File: config.mk
export PLATFORM = sky130hd
export DESIGN_NAME = iem_eeprom_seq
export DESIGN_NICKNAME = d
export VERILOG_FILES = /design/src/logic/iem_pkg.sv /design/src/logic/iem_poll_timer.sv /design/src/logic/iem_eeprom_seq.sv
export SDC_FILE = /design/constraint.sdc
export NUM_CORES = 1
export LEC_CHECK = 0
export CORE_MARGIN = 8
export CORE_UTILIZATION = 60
export CTS_BUF_LIST = sky130_fd_sc_hd__clkbuf_2 sky130_fd_sc_hd__clkbuf_4 sky130_fd_sc_hd__clkbuf_8
export CTS_CLUSTER_SIZE = 8
export DETAILED_ROUTE_END_ITERATION = 16
export DONT_BUFFER_PORTS = 1
export GPL_ROUTABILITY_DRIVEN = 0
export PLACE_DENSITY_LB_ADDON = 0.08
export SYNTH_ARGS = -nofsm -noshare
export SYNTH_HDL_FRONTEND = slang
export SYNTH_SLANG_ARGS = --single-unit
File: constraint.sdc
create_clock -name clk -period 5 [get_ports clk]
set_input_delay 1 -clock clk [delete_from_list [all_inputs] [get_ports clk]]
set_output_delay 1 -clock clk [all_outputs]
set_load 0.005 [all_outputs]
File: src/logic/iem_pkg.sv
package iem_pkg;

   // ----------------------------------------------------------------------
   // Poll bounds, error codes and byte ordinals.
   // ----------------------------------------------------------------------

   // Number of flag polls before any wait gives up.
   localparam int POLL_LIMIT = 1000;

   // Result codes returned in the upper byte of the response.
   localparam logic [7:0] ERR_NONE = 8'h00;
   localparam logic [7:0] ERR_BUS_BUSY = 8'hc8;
   localparam logic [7:0] ERR_ACK_POLL = 8'hc9;
   localparam logic [7:0] ERR_TXDONE_TIMEOUT = 8'hca;
   localparam logic [7:0] ERR_RXFULL_TIMEOUT = 8'hcb;
   localparam logic [7:0] ERR_STOP_TIMEOUT = 8'hcc;
   localparam logic [7:0] ERR_READ_NACK = 8'hcd;

   // Direction bit placed in bit 0 of the target select byte.
   localparam logic RW_WRITE = 1'b0;
   localparam logic RW_READ = 1'b1;

   // Ordinal of the byte being sent, counted from zero.
   localparam logic [1:0] IDX_SELECT = 2'h0;
   localparam logic [1:0] IDX_ADDR_HIGH = 2'h1;
   localparam logic [1:0] IDX_ADDR_LOW = 2'h2;
   localparam logic [1:0] IDX_LAST = 2'h3;

   // Reset value of the byte wide data registers.
   localparam logic [7:0] RST_BYTE = 8'h00;

   // ----------------------------------------------------------------------
   // Carriers.
   // ----------------------------------------------------------------------

   // One transfer request from the host.
   typedef struct packed {
      logic rd;
      logic [2:0] select_code_field;
      logic [15:0] mem_addr;
      logic [7:0] data;
   } iem_req_t;

   // Result: error code high, received byte low.
   typedef struct packed {
      logic [7:0] code;
      logic [7:0] data;
   } iem_resp_t;

   // Status flags of the bus controller.
   typedef struct packed {
      logic bus_held_flag;
      logic tx_done_flag;
      logic ack_in;
      logic rx_full_flag;
      logic stop_seen;
   } iem_flags_t;

   // Control bits and strobes toward the bus controller.
   typedef struct packed {
      logic write;
      logic bus_held;
      logic start_cond_prefix;
      logic stop_clear;
      logic master;
      logic transmit;
      logic ack_out;
      logic rx_disable;
      logic tx_load;
      logic rx_take;
   } iem_ctl_t;

endpackage

File: src/logic/iem_poll_timer.sv
`timescale 1ns/10ps
module iem_poll_timer #(
   parameter int LIMIT = iem_pkg::POLL_LIMIT
) (
   clk,
   rst_n,
   ce,
   clear,
   step,
   last
);
   import iem_pkg::*;

   localparam int W = $clog2(LIMIT);
   localparam logic [W-1:0] LAST_V = W'(LIMIT - 1);

   input wire logic clk;
   input wire logic rst_n;
   input wire logic ce;
   input wire logic clear;
   input wire logic step;
   output logic last;

   logic [W-1:0] cnt_reg;
   logic [W-1:0] cnt_next;

   // ----------------------------------------------------------------------
   // Poll counter.
   // ----------------------------------------------------------------------

   // One step per failed poll; cleared when the flag is seen.
   always_comb begin
      cnt_next = cnt_reg;
      if (clear) begin
         cnt_next = '0;
      end else if (step && cnt_reg != LAST_V) begin
         cnt_next = cnt_reg + W'(1);
      end
   end

   // Register the count; a low enable freezes it.
   always_ff @(posedge clk or negedge rst_n) begin
      if (!rst_n) begin
         cnt_reg <= '0;
      end else if (ce) begin
         cnt_reg <= cnt_next;
      end
   end

   // The current poll is the final one allowed.
   assign last = (cnt_reg == LAST_V);
endmodule // iem_poll_timer

File: src/logic/iem_eeprom_seq.sv
// Function
// - Type code fills upper four address bits.
// - Next three bits carry device select.
// - Bit zero is direction: write 0, read 1.
// - Write: start, select, two addresses, data, stop.
// - Busy bus polled 1000 times, else 200.
// - Select acknowledge polled 1000 times, else 201.
// - Transmit done polled 1000 times, code 202.
// - Transmit timeout on an address or data byte reports its ordinal instead.
// - Receive full polled 1000 times, else 203.
// - Stop detection polled 1000 times, else 204 if no earlier error.
// - Nack gives 2, 3 or 4; success 0.
// - Nack on read select gives 205.
// - Read: address in write, restart, select read.
// - Set nack-out and receive-disable, dummy read, fetch.
// - Result: code high byte, data low byte.
// - Return to slave receive after each stop.
// - Stop: clear bus held and prefix together.
`timescale 1ns/10ps
module iem_eeprom_seq #(
   // Arbitrary neutral type code; set it to the part in use.
   parameter logic [3:0] DEVICE_TYPE = 4'h5,
   parameter int POLL_MAX = iem_pkg::POLL_LIMIT
) (
   clk,
   arst_n,
   ce,
   req_valid,
   req,
   req_ready,
   resp_valid,
   resp,
   flags,
   rx_data,
   ctl,
   tx_data
);
   import iem_pkg::*;

   input wire logic clk;
   input wire logic arst_n;
   input wire logic ce;
   input wire logic req_valid;
   input wire iem_pkg::iem_req_t req;
   output logic req_ready;
   output logic resp_valid;
   output iem_pkg::iem_resp_t resp;
   input wire iem_pkg::iem_flags_t flags;
   input wire logic [7:0] rx_data;
   output iem_pkg::iem_ctl_t ctl;
   output logic [7:0] tx_data;

   typedef enum logic [3:0] {
      S_IDLE, S_BUS_CHK, S_START, S_SEND, S_WAIT_TX, S_WAIT_ACK,
      S_RX_SETUP, S_RX_DUMMY, S_RX_WAIT, S_RX_TAKE,
      S_STOP_REQ, S_STOP_WAIT, S_FINISH
   } iem_state_t;

   logic [1:0] rst_sync_reg;
   logic rst_n;
   iem_state_t state_reg, state_next;
   iem_req_t req_reg, req_next;
   logic [1:0] idx_reg, idx_next;
   logic [7:0] code_reg, code_next;
   logic [7:0] data_reg, data_next;
   logic [7:0] tx_reg, tx_next;
   iem_ctl_t ctl_reg, ctl_next;
   iem_resp_t resp_reg, resp_next;
   logic resp_valid_reg, resp_valid_next;
   logic t_clear;
   logic t_step;
   logic t_last;

   // ----------------------------------------------------------------------
   // Reset release.
   // ----------------------------------------------------------------------

   // Assert at once, release two edges later so no flop sees a runt.
   always_ff @(posedge clk or negedge arst_n) begin
      if (!arst_n) begin
         rst_sync_reg <= 2'h0;
      end else begin
         rst_sync_reg <= {rst_sync_reg[0], 1'b1};
      end
   end

   assign rst_n = rst_sync_reg[1];

   // ----------------------------------------------------------------------
   // Helpers.
   // ----------------------------------------------------------------------

   // Byte to send for a given ordinal; ordinal 3 of a read is reselect.
   function automatic logic [7:0] byte_for(input iem_req_t r,
                                           input logic [1:0] idx);
      logic [7:0] b;
      b = RST_BYTE;
      case (idx)
         IDX_SELECT: b = {DEVICE_TYPE, r.select_code_field,
                          RW_WRITE};
         IDX_ADDR_HIGH: b = r.mem_addr[15:8];
         IDX_ADDR_LOW: b = r.mem_addr[7:0];
         default: begin
            if (r.rd) begin
               b = {DEVICE_TYPE, r.select_code_field, RW_READ};
            end else begin
               b = r.data;
            end
         end
      endcase
      return b;
   endfunction

   // A reselect in a read is not counted as a data ordinal.
   function automatic logic is_select(input logic rd,
                                      input logic [1:0] idx);
      return (idx == IDX_SELECT) || (rd && idx == IDX_LAST);
   endfunction

   // Ordinal code (2 to 4) of the byte being sent.
   function automatic logic [7:0] ordinal(input logic [1:0] idx);
      return {6'h00, idx} + 8'h01;
   endfunction

   // ----------------------------------------------------------------------
   // Poll bound.
   // ----------------------------------------------------------------------

   // One shared counter serves every wait; only one wait runs at a time.
   iem_poll_timer #(
      .LIMIT(POLL_MAX)
   ) u_timer (
      .clk(clk),
      .rst_n(rst_n),
      .ce(ce),
      .clear(t_clear),
      .step(t_step),
      .last(t_last)
   );

   // ----------------------------------------------------------------------
   // Sequencer.
   // ----------------------------------------------------------------------

   // Next state; every wait state polls its flag once per cycle.
   always_comb begin
      state_next = state_reg;
      req_next = req_reg;
      idx_next = idx_reg;
      code_next = code_reg;
      data_next = data_reg;
      tx_next = tx_reg;
      ctl_next = ctl_reg;
      ctl_next.write = 1'b0;
      ctl_next.stop_clear = 1'b0;
      ctl_next.tx_load = 1'b0;
      ctl_next.rx_take = 1'b0;
      resp_next = resp_reg;
      resp_valid_next = 1'b0;
      t_clear = 1'b0;
      t_step = 1'b0;
      case (state_reg)
         S_IDLE: begin
            if (req_valid) begin
               req_next = req;
               idx_next = IDX_SELECT;
               code_next = ERR_NONE;
               data_next = RST_BYTE;
               t_clear = 1'b1;
               state_next = S_BUS_CHK;
            end
         end
         S_BUS_CHK: begin
            if (!flags.bus_held_flag) begin
               t_clear = 1'b1;
               ctl_next.master = 1'b1;
               ctl_next.transmit = 1'b1;
               state_next = S_START;
            end else if (t_last) begin
               code_next = ERR_BUS_BUSY;
               t_clear = 1'b1;
               state_next = S_FINISH;
            end else begin
               t_step = 1'b1;
            end
         end
         S_START: begin
            // Start and repeated start share this request.
            ctl_next.write = 1'b1;
            ctl_next.bus_held = 1'b1;
            ctl_next.start_cond_prefix = 1'b0;
            state_next = S_SEND;
         end
         S_SEND: begin
            tx_next = byte_for(req_reg, idx_reg);
            ctl_next.tx_load = 1'b1;
            t_clear = 1'b1;
            state_next = S_WAIT_TX;
         end
         S_WAIT_TX: begin
            if (flags.tx_done_flag) begin
               t_clear = 1'b1;
               state_next = S_WAIT_ACK;
            end else if (t_last) begin
               if (is_select(req_reg.rd, idx_reg)) begin
                  code_next = ERR_TXDONE_TIMEOUT;
               end else begin
                  code_next = ordinal(idx_reg);
               end
               state_next = S_STOP_REQ;
            end else begin
               t_step = 1'b1;
            end
         end
         S_WAIT_ACK: begin
            if (!flags.ack_in) begin
               t_clear = 1'b1;
               if (idx_reg == IDX_LAST) begin
                  state_next = req_reg.rd ? S_RX_SETUP : S_STOP_REQ;
               end else if (req_reg.rd && idx_reg == IDX_ADDR_LOW) begin
                  idx_next = IDX_LAST;
                  state_next = S_START;
               end else begin
                  idx_next = idx_reg + 2'h1;
                  state_next = S_SEND;
               end
            end else if (idx_reg == IDX_SELECT) begin
               // Write select acknowledge is polled again, without resending, while the part is busy writing.
               if (t_last) begin
                  code_next = ERR_ACK_POLL;
                  state_next = S_STOP_REQ;
               end else begin
                  t_step = 1'b1;
               end
            end else if (req_reg.rd && idx_reg == IDX_LAST) begin
               code_next = ERR_READ_NACK;
               state_next = S_STOP_REQ;
            end else begin
               code_next = ordinal(idx_reg);
               state_next = S_STOP_REQ;
            end
         end
         S_RX_SETUP: begin
            // Nack the only byte so the slave lets go of data.
            ctl_next.transmit = 1'b0;
            ctl_next.ack_out = 1'b1;
            ctl_next.rx_disable = 1'b1;
            state_next = S_RX_DUMMY;
         end
         S_RX_DUMMY: begin
            ctl_next.rx_take = 1'b1;
            t_clear = 1'b1;
            state_next = S_RX_WAIT;
         end
         S_RX_WAIT: begin
            if (flags.rx_full_flag) begin
               t_clear = 1'b1;
               state_next = S_RX_TAKE;
            end else if (t_last) begin
               code_next = ERR_RXFULL_TIMEOUT;
               state_next = S_STOP_REQ;
            end else begin
               t_step = 1'b1;
            end
         end
         S_RX_TAKE: begin
            data_next = rx_data;
            ctl_next.rx_take = 1'b1;
            state_next = S_STOP_REQ;
         end
         S_STOP_REQ: begin
            ctl_next.stop_clear = 1'b1;
            ctl_next.write = 1'b1;
            ctl_next.bus_held = 1'b0;
            ctl_next.start_cond_prefix = 1'b0;
            t_clear = 1'b1;
            state_next = S_STOP_WAIT;
         end
         S_STOP_WAIT: begin
            if (flags.stop_seen) begin
               t_clear = 1'b1;
               state_next = S_FINISH;
            end else if (t_last) begin
               // An earlier error is the more useful one to keep.
               if (code_reg == ERR_NONE) begin
                  code_next = ERR_STOP_TIMEOUT;
               end
               state_next = S_FINISH;
            end else begin
               t_step = 1'b1;
            end
         end
         S_FINISH: begin
            ctl_next.master = 1'b0;
            ctl_next.transmit = 1'b0;
            ctl_next.ack_out = 1'b0;
            ctl_next.rx_disable = 1'b0;
            resp_next = '{code: code_reg, data: data_reg};
            resp_valid_next = 1'b1;
            state_next = S_IDLE;
         end
         default: begin
            state_next = S_IDLE;
         end
      endcase
   end

   // Register the sequencer; a low enable freezes it.
   always_ff @(posedge clk or negedge rst_n) begin
      if (!rst_n) begin
         state_reg <= S_IDLE;
         req_reg <= '0;
         idx_reg <= IDX_SELECT;
         code_reg <= ERR_NONE;
         data_reg <= RST_BYTE;
         tx_reg <= RST_BYTE;
         ctl_reg <= '0;
         resp_reg <= '0;
         resp_valid_reg <= 1'b0;
      end else if (ce) begin
         state_reg <= state_next;
         req_reg <= req_next;
         idx_reg <= idx_next;
         code_reg <= code_next;
         data_reg <= data_next;
         tx_reg <= tx_next;
         ctl_reg <= ctl_next;
         resp_reg <= resp_next;
         resp_valid_reg <= resp_valid_next;
      end
   end

   // Outputs come straight from flops, apart from the ready handshake.
   assign req_ready = (state_reg == S_IDLE);
   assign resp_valid = resp_valid_reg;
   assign resp = resp_reg;
   assign ctl = ctl_reg;
   assign tx_data = tx_reg;
endmodule // iem_eeprom_seq

# Word-level counts from Yosys, hierarchy flattened
# Index checks and enable logic that the tools add are counted.
totals:
  register_bits: 97
  inputBits: 45
  word_cells: 153
  out_inout_bits: 36
classes:
  n_reduce_logical: 30
  n_eq_ne: 32
  addsub: 3
  n_mux: 64
ops:
  columns: ["op", "n"]
  rows:
  - ["$mux 8", 16]
  - ["$pmux 4 s12", 1]
  - ["$pmux 8 s6", 1]
  - ["$mux 4", 11]
  - ["$ne 2x2->1 const B", 14]
  - ["$pmux 8 s3", 1]
  - ["$eq 4x4->1 const B", 5]
  - ["$mux 10", 2]
  - ["$mux 1", 19]
  - ["$eq 4x3->1 const B", 4]
  - ["$pmux 8 s2", 1]
  - ["$reduce_and 14->1", 1]
  - ["$reduce_bool 2->1", 7]
  - ["$reduce_and 2->1", 6]
  - ["$reduce_and 3->1", 4]
  - ["$add 10x1->10 const B", 1]
  - ["$eq 10x10->1 const B", 1]
  - ["$mux 2", 5]
  - ["$ne 10x10->1 const B", 1]
  - ["$eq 4x2->1 const B", 2]
  - ["$logic_not 8->1", 1]
  - ["$pmux 2 s2", 2]
  - ["$pmux 1 s7", 1]
  - ["$pmux 3 s2", 1]
  - ["16 further kinds", 21]

# Logic depth before layout (Yosys ltp)
# Gate-level depths: netlist (run 1).
depth:
  word_depth: 8
  ltp_mapped: 10
  depth_no_buf: 8

# Cells and area by module
# A second synthesis (run 1) with hierarchy kept.
unflattened:
  hier_cells: 427
  area_unflattened_um2: 4724.5
modules_own_cells:
  columns: ["mod", "area_per_inst_um2", "n_inst", "seq_area_each_um2", "cells_each"]
  rows:
  - ["iem_eeprom_seq", 4033.9, 1, 1926.8, 354]
  - ["iem_poll_timer", 690.7, 1, 250.2, 73]

# Worst setup path after synthesis (run 1)
# Ideal clock, no wire load.
synth_path:
  path_type: "in2reg"
  start: "input port flags[1] in the netlist's numbering"
  end: "register u_timer.cnt_reg[6]"
  arrival_time_ps: 2527
  path_buffers: 0
  stages: 6
  setup_ps: 125
  slack_ps: 2348
  t_required_ps: 4875
  path_cell_list: "or3b_2 o21ai_0 a221oi_2 or4_1 a21oi_1 o22ai_1"
synth_between:
  elab_chain_cells: 5
  word_cells_on_any_way: 8
  cone_classes: "mux: 5; reduce/logical: 3"
synth_rtl:
  columns: ["element", "line_no", "text"]
  rows:
  - ["start: declaration", "iem_eeprom_seq.sv:48", "input wire iem_pkg::iem_flags_t flags;"]
  - ["$mux 1", "iem_eeprom_seq.sv:256", "if (flags.rx_full_flag) begin"]
  - ["$pmux 1 s5", "iem_eeprom_seq.sv:162", "case (state_reg)"]
  - ["$logic_and 1x1->1", "iem_poll_timer.sv:36", "end else if (step && cnt_reg != LAST_V) begin"]
  - ["$reduce_bool 2->1 (no line)", null, null]
  - ["$reduce_and 2->1 (no line)", null, null]
  - ["end signal: assignment", "iem_poll_timer.sv:46", "cnt_reg <= cnt_next;"]
  - ["end: declaration", "iem_poll_timer.sv:24", "logic [W-1:0] cnt_reg;"]
# Several ways; a longest one is shown, not always the timed one.
# A chain may end at the register's enable or synchronous reset.

# Worst setup path after layout (run 1)
layout_path:
  start: "register state_reg[0]"
  end: "register data_reg[4]"
layout_between:
  elab_chain_cells: 3
  word_cells_on_any_way: 6
  cone_classes: "eq/ne: 2; mux: 1; reduce/logical: 3"
layout_rtl:
  columns: ["element", "line_no", "text"]
  rows:
  - ["start: declaration", "iem_eeprom_seq.sv:61", "iem_state_t state_reg, state_next;"]
  - ["start signal: assignment", "iem_eeprom_seq.sv:321", "state_reg <= state_next;"]
  - ["$logic_not 4->1 *", null, null]
  - ["via req_ready", "iem_eeprom_seq.sv:45", "output logic req_ready;"]
  - ["$ne 2x2->1 (no line) / $reduce_bool 2->1 (equally long branches)", null, null]
  - ["$reduce_and 3->1 (no line)", null, null]
  - ["end signal: assignment", "iem_eeprom_seq.sv:325", "data_reg <= data_next;"]
  - ["end: declaration", "iem_eeprom_seq.sv:65", "logic [7:0] data_reg, data_next;"]
# The timed path passes the listed nets; every way through them passes the cells marked *.

==> flow_summary.ini, run 1 <==
[clock_tree]
postCtsSetupRepairBufs = 0
h-tree-depth = 3
ctsHoldBuffers = 0
clock_latency_ns = 0.35
clockBufferDepth = 2
post_cts_resized = 0
clkSlewWorstSetupHoldPaths_ns = 0.09
clock-sinks = 87
root_buffer = clkbuf_8
cts_tree = done
cts_buffers = 9

[detailed_routing]
drc = 0
vias_per_cell = 6.31
routed_wl_um = 10600
num_vias = 3348
firstDrtPassIters = 5
wl_per_cell_um = 19.9
ant_nets = 0
drtIter0Drc = 395

[timing]
fmax_mhz = 303
finalSetupViolations = 0
hold_violations = 0
finClkSkew_ns = 0.0112
rsz0062_at_grt = false
report.final.slew_viol_count = 0
max_slew_margin_pct = 27.2
finalCritPeriodShare_pct = 66.1
tightest_slew_ns = 1.09
layout_min_cycle_time_ns = 3.30
fin_setup_tns_ns = 0
hold_ws_ns = 0.329

[synth]
ys_async_sr_fraction_pct = 100
synth-compound-area-share_pct = 15.9
synth_edf_count = 0
synth_top_family_by_area = simple AND/OR/NAND/NOR gates
ys_ff_latch = 87
yosysSeqAreaShare_pct = 48.3
synth_cell_types = 63
synth_ff_type = dfrtp_1
synth_fa_ha_area_share_pct = 1.66
yosys_warnings = 0
synthMuxAreaShare_pct = 11.7
synth_area_um2 = 4510
postSynthAreaPerCell_um2 = 10.0
synthSimpleGateAreaFrac_pct = 16.7
synth_cells = 450
synthXorXnorAreaFrac_pct = 0.194

[critical_path]
cp_common_cell = nor2_1
end_kind = register
required_ns = 5.24
cp_cell_sequence = nor2_1 > nand2_1 > inv_1 > and3_1 > buf_4 > nor2_1 > a22o_1
cp_slowest_cell = dfrtp_1
start_kind = register
crit_path_max_incr_delay_ns = 0.75
cp.arrival_ns = 3.55
worstPathMaxFanout = 35
crit_family = simple AND/OR/NAND/NOR gates
crit_type = register to register
critPathBufInv = 2

[global_route]
grtUsageTotal_pct = 20.9
grt_pass1_wl_um = 17000
first_global_vias = 3214
grt_overflow_total = 0
grt_max_degree = 86
antenna_found_initial = 0

[layout]
nets = 478
most-common-layout-cells = dfrtp_1, nand2_1, o21ai_0, mux2_2, nor2_1
largest_reg_flops = 28
layout_commonest_cell = dfrtp_1
drive_above_1_share_pct = 15.7
antenna_cells = 0
syn_to_final_growth_pct = 3.19
utilization_pct = 64.2

[floorplan]
chipWidth_um = 103
core_area_um2 = 7250
rows = 31
die_area_um2 = 10600
initial_core_util_pct = 62.2
io_pins = 81
die_h_um = 103

[power]
power_density_nw_per_um2 = 541
leakage_nw = 2.05
vdd_drop_max_v = 0.000313

[min_path]
hold_path_class = primary input to async pin

[place]
numPortBuffers = 0
place_hpwl_um = 7450

[run]
cap_viol_max_count = 0

[outcome]
outcome = finished clean
## cells by family (layout without fill, tap and decap cells)
family,Yosys count,count (layout)
buffers and inverters,51,31
XOR/XNOR,1,1
other,2,4
AND/OR/NAND/NOR,148,148
adder cells (fa/ha/maj),6,6
multiplexers,46,46
flip-flops,87,87
AO/OA/AOI/OAI,109,109
## worst paths after layout
check | startpoint | to | slack (ns) | cells past startpoint
hold reg to reg | rst_sync_reg[0]$_DFF_PN0_ | rst_sync_reg[1]$_DFF_PN0_ | 0.38 | 0
max in group asynchronous | rst_sync_reg[1]$_DFF_PN0_ | u_timer.cnt_reg[4]$_DFFE_PN0P_ | 3.74 | 0
setup / recovery | state_reg[0]$_DFFE_PN0P_ | data_reg[4]$_DFFE_PN0P_ | 1.70 | 7
hold / removal | arst_n | rst_sync_reg[1]$_DFF_PN0_ | 0.33 | 0
min in group clk | rst_sync_reg[0]$_DFF_PN0_ | rst_sync_reg[1]$_DFF_PN0_ | 0.38 | 0
setup reg to reg | state_reg[0]$_DFFE_PN0P_ | data_reg[4]$_DFFE_PN0P_ | 1.70 | 7
## stage by stage
step	area [um2]	worst slack, ns	total power [mW]	std cells
final	4660	1.70	2.52	531
after global routing	4660	1.45	2.70	531
after CTS	4660	1.78	2.52	531
after detailed placement	4470	1.80	2.06	515
after global placement	4470	1.92	2.02	515
after floorplan	4520	2.35	1.86	452
## cell usage after synthesis, drive strengths merged, types with 4 or more instances
master	count	area (um2)
nor3b	4	30.0
a21oi	16	80.1
nor3	8	40.0
inv	12	45.0
nand2b	4	25.0
nor2	18	67.6
nand4	5	31.3
nand3	10	50.1
clkbuf	18	68.8
nand2	64	240
buf	20	125
nor2b	5	31.3
mux2	42	488
dfrtp	87	2180
a22o	10	87.6
a21o	5	37.5
o21ai	41	205
ha	6	75.1
mux2i	4	40.0
## power by group
| part | internal, mW | switching, mW |
|---|---|---|
| combinational | 0.404 | 0.457 |
| clock | 0.200 | 0.263 |
| sequential | 0.920 | 0.273 |
| total | 1.52 | 0.993 |
## per-layer routing
metal	GRT usage [%]	part of all wire [%]	vias up
li1	-	-	1559
met1	28.1	42	1631
met2	31.9	48	146
met3	5.94	9.0	12
met4	6.66	1.2	0
met5	0	0	-
## area by class of cell
class                           count  area, um2
Clock buffer                       10        138
Sequential cell                    87       2180
Fill cell                         627       2600
Timing Repair Buffer                2       15.0
Inverter                           13       48.8
Multi-Input combinational cell    314       2100
Tap cell                           99        124
Clock inverter                      6       50.0
Power figures use the tool's default switching activity.
==> run 2, diff against run 1 <==
clock period = 3.4 ns   (was 5 ns; I/O delays follow)
==> flow_summary.ini, run 2 (same netlist as run 1, synthesis figures left out) <==
[critical_path]
r2r_start = state_reg[3]$_DFFE_PN0P_
cp_cell_sequence = nor2b_1 > a32o_1 > or3_1 > or4_1 > mux2_4
critPathBufInv = 0
crit_type = register to register
worstPathMaxFanout = 17
reg2regPathDepth = 5
cp_slowest_cell = or4_1
crit_family = simple AND/OR/NAND/NOR gates
crit_path_max_incr_delay_ns = 0.67
r2r-end = code_reg[6]$_DFFE_PN0P_
cp.arrival_ns = 2.94
start_kind = register
rrSetupSlack_ns = 0.71
end_kind = register
required_ns = 3.64

[global_route]
first_global_vias = 3346
grt_overflow_total = 0
antenna_found_initial = 0
grt_max_degree = 86
grtUsageTotal_pct = 21.4
grt_pass1_wl_um = 17600

[timing]
hold_ws_ns = 0.374
finClkSkew_ns = 0.0140
hold_violations = 0
report.final.slew_viol_count = 0
max_slew_margin_pct = 28.3
finalCritPeriodShare_pct = 79.1
finalSetupViolations = 0
fin_ws_ns = 0.710
tightest_slew_ns = 1.08
layout_min_cycle_time_ns = 2.69
fmax_mhz = 372
rsz0062_at_grt = false
fin_setup_tns_ns = 0

[detailed_routing]
ant_nets = 0
wl_per_cell_um = 19.8
drtIter0Drc = 330
drc = 0
firstDrtPassIters = 5
routed_wl_um = 10600
vias_per_cell = 6.27
num_vias = 3373

[layout]
nFillCells = 603
drive_above_1_share_pct = 16.9
syn_to_final_growth_pct = 4.96
largest_reg_flops = 28
layout_commonest_cell = dfrtp_1
antenna_cells = 0
final_area_um2 = 4740
most-common-layout-cells = dfrtp_1, nand2_1, o21ai_0, mux2_2, nor2_1
nets = 485

[power]
power_mw = 3.82
vdd_drop_max_v = 0.000418
leakage_nw = 2.09
clockPowerShare_pct = 19.8
p_int_mw = 2.34
p_seq_share_pct = 43.8
swShare_pct = 38.8
switchingPower_mw = 1.48
power_density_nw_per_um2 = 806
combPwrFrac_pct = 36.4

[place]
place_hpwl_um = 7580
dpl_worst_slack_ns = 0.757
numPortBuffers = 0
place_area_um2 = 4510

[clock_tree]
clock-sinks = 87
clock_latency_ns = 0.36
h-tree-depth = 3
root_buffer = clkbuf_8
cts_tree = done
clkSlewWorstSetupHoldPaths_ns = 0.09
cts_buffers = 9
clockBufferDepth = 2
postCtsSetupRepairBufs = 0

[floorplan]
die_area_um2 = 10600
rows = 31
io_pins = 81
chipWidth_um = 103
core_area_um2 = 7250
die_h_um = 103
initial_core_util_pct = 62.2

[min_path]
hold_end = rst_sync_reg[1]$_DFF_PN0_
hold_depth = 0
min_from = rst_sync_reg[0]$_DFF_PN0_
hold_path_class = register to register

[outcome]
outcome = finished clean

[run]
cap_viol_max_count = 0
-- run 2: metrics by stage --
stage / instances / utilization (%)
2_1_floorplan: 452 / -
3_3_place_gp: 521 / 62.2
3_5_place_dp: 521 / 62.2
4_1_cts: 538 / 65.3
5_1_grt: 538 / 65.3
6_report: 538 / 65.3
-- run 2: worst max-delay path by stage --
stage | cells after the start | startpoint | to | slack [ns]
final | 5 | state_reg[3]$_DFFE_PN0P_ | code_reg[6]$_DFFE_PN0P_ | 0.71
after global placement | 6 | state_reg[2]$_DFFE_PN0P_ | code_reg[1]$_DFFE_PN0P_ | 0.83
after floorplan | 0 | rst_sync_reg[1]$_DFF_PN0_ | code_reg[0]$_DFFE_PN0P_ | 0.80
after global routing | 6 | state_reg[2]$_DFFE_PN0P_ | u_timer.cnt_reg[3]$_DFFE_PN0P_ | 0.57
after detailed placement | 6 | state_reg[2]$_DFFE_PN0P_ | code_reg[6]$_DFFE_PN0P_ | 0.76
after CTS | 5 | state_reg[3]$_DFFE_PN0P_ | code_reg[6]$_DFFE_PN0P_ | 0.75
-- run 2: routing by layer --
layer	wire, um	track usage (%)	part of all wire [%]	up-vias
met2	5130	33.4	48	118
li1	-	-	-	1577
met4	140	7.11	1.3	0
met3	815	5.94	7.7	15
met1	4550	28.0	43	1663
met5	0	0	0	-
-- run 2: layout make-up --
| type | count | area, um2 | share of cell area [%] |
|---|---|---|---|
| Inverter | 13 | 48.8 | 1.03 |
| Sequential cell | 87 | 2180 | 46.1 |
| Clock inverter | 7 | 88.8 | 1.88 |
| Clock buffer | 9 | 124 | 2.62 |
| Timing Repair Buffer | 9 | 70.1 | 1.48 |
| Multi-Input combinational cell | 314 | 2100 | 44.3 |
| Tap cell | 99 | 124 | 2.62 |
-- run 2: what timing repair did --
item | CTS | global route
endpoints found under the setup margin | 0 | 0
gates resized for setup | 0 | 0
endpoints found under the hold margin | 2 | 0
hold buffers | 1 | 0
-- run 2: power groups by stage --
stage          combinational, mW  clock (mW)  sequential (mW)
2_1_floorplan               1.20           0             1.54
3_3_place_gp                1.34           0             1.68
3_5_place_dp                1.37           0             1.70
4_1_cts                     1.38       0.780             1.68
5_1_grt                     1.54       0.828             1.73
6_report                    1.39       0.755             1.67
==> run 3, diff against run 2 <==
clock period = 2.3 ns   (was 3.4 ns; I/O delays follow)
==> flow_summary.ini, run 3 (same netlist as run 1, synthesis figures left out) <==
[critical_path]
end_kind = register
cp.arrival_ns = 2.54
required_ns = 2.55
crit_type = register to register
start_kind = register
worstPathMaxFanout = 14

[global_route]
grtUsageTotal_pct = 21.9
first_global_vias = 3523
grt_overflow_total = 0
grt_pass1_wl_um = 17800
grt_max_degree = 45
antenna_found_initial = 1

[timing]
hold_violations = 0
max_slew_margin_pct = 62.6
finClkSkew_ns = 0.0126
fin_ws_ns = 0.00954
report.final.slew_viol_count = 0
fmax_mhz = 437
finalSetupViolations = 0
finalCritPeriodShare_pct = 99.6
tightest_slew_ns = 0.560
rsz0062_at_grt = true
layout_min_cycle_time_ns = 2.29

[floorplan]
die_h_um = 103
die_area_um2 = 10600
io_pins = 81
core_area_um2 = 7250
initial_core_util_pct = 62.2
rows = 31
chipWidth_um = 103

[layout]
drive_above_1_share_pct = 25.2
syn_to_final_growth_pct = 13.7
nFillCells = 558
most-common-layout-cells = dfrtp_1, nand2_1, o21ai_0, mux2_2, buf_4
layout_commonest_cell = dfrtp_1
seq_area_um2 = 2180
multi_input_area_um2 = 2190
antenna_cells = 0
fin_cells = 571
nets = 518
largest_reg_flops = 28

[clock_tree]
clockBufferDepth = 2
root_buffer = clkbuf_8
clock-sinks = 87
cts_tree = done
clock_latency_ns = 0.36
h-tree-depth = 3
clkSlewWorstSetupHoldPaths_ns = 0.10
cts_buffers = 9

[power]
power_density_nw_per_um2 = 1220
p_int_mw = 3.87
p_seq_share_pct = 38.3
swShare_pct = 38.0
vdd_drop_max_v = 0.000901
power_mw = 6.24
combPwrFrac_pct = 41.7
leakage_nw = 2.30
clockPowerShare_pct = 20.0
switchingPower_mw = 2.37

[place]
dp.cells = 552
place_hpwl_um = 7950
dpl_worst_slack_ns = -0.116
numPortBuffers = 0

[detailed_routing]
drtIter0Drc = 241
vias_per_cell = 6.22
firstDrtPassIters = 5
wl_per_cell_um = 19.6
routed_wl_um = 11200
num_vias = 3550
drc = 0
ant_nets = 0

[outcome]
outcome = finished clean

[run]
cap_viol_max_count = 0

[min_path]
hold_path_class = primary input to register
## run 3: worst max-delay path: stages (launching register included)
cell and delay (ns):
dfrtp_2 0.42, buf_4 0.16, buf_6 0.15, or3_1 0.34, nand4_1 0.09, a21oi_1 0.09, or4_4 0.60, mux2_4 0.31
## run 3: power by group through the flow
stage	logic (mW)	clock network [mW]	registers [mW]
2_1_floorplan	1.78	0	2.28
3_3_place_gp	2.34	0	2.40
3_5_place_dp	2.39	0	2.43
4_1_cts	2.43	1.28	2.40
5_1_grt	2.83	1.34	2.46
6_report	2.60	1.25	2.39
## run 3: final cells by class
cell class / count / share of cell area, %
clock buffer: 9 / 2.41
clock inverter: 7 / 2.22
inverter: 13 / 0.951
multi-input combinational: 314 / 42.7
sequential: 87 / 42.5
tap: 99 / 2.41
timing repair buffer: 42 / 6.78
## run 3: metrics by stage
stage	hold slack (ns)	area [um2]	TNS, ns	util (%)
6_report	0.204	5130	0	70.7
2_1_floorplan	0.164	4530	0	-
5_1_grt	0.209	5130	-0.0747	70.7
4_1_cts	0.184	5040	0	69.5
3_5_place_dp	0.164	4780	-0.436	65.8
3_3_place_gp	0.164	4780	-0.0863	65.8
## run 3: final timing paths
| check | from | to | slack [ns] | cells past startpoint |
|---|---|---|---|---|
| hold / removal | ce | ctl[9]$_DFFE_PN0P_ | 0.20 | 1 |
| setup / recovery | state_reg[3]$_DFFE_PN0P_ | code_reg[6]$_DFFE_PN0P_ | 0.01 | 7 |
| min in group asynchronous | arst_n | rst_sync_reg[0]$_DFF_PN0_ | 0.32 | 1 |
| max in group asynchronous | rst_sync_reg[1]$_DFF_PN0_ | req_reg[13]$_DFFE_PN0P_ | 1.34 | 1 |
| setup reg to reg | state_reg[3]$_DFFE_PN0P_ | code_reg[6]$_DFFE_PN0P_ | 0.01 | 7 |
| hold reg to reg | rst_sync_reg[1]$_DFF_PN0_ | req_reg[6]$_DFFE_PN0P_ | 0.32 | 0 |
## run 3: what timing repair did
action,in CTS,in global routing
pin swaps,0,5
gates resized for setup,5,18
setup endpoints to repair,10,10
hold buffers,1,0
endpoints found under the hold margin,2,0
buffers inserted,0,2
## run 3: metal layers
| layer | global-route usage [%] | share of wire, % |
|---|---|---|
| met5 | 0 | 0.071 |
| met4 | 8.35 | 2.6 |
| met3 | 7.36 | 9.3 |
| met2 | 31.9 | 45 |
| met1 | 29.3 | 43 |
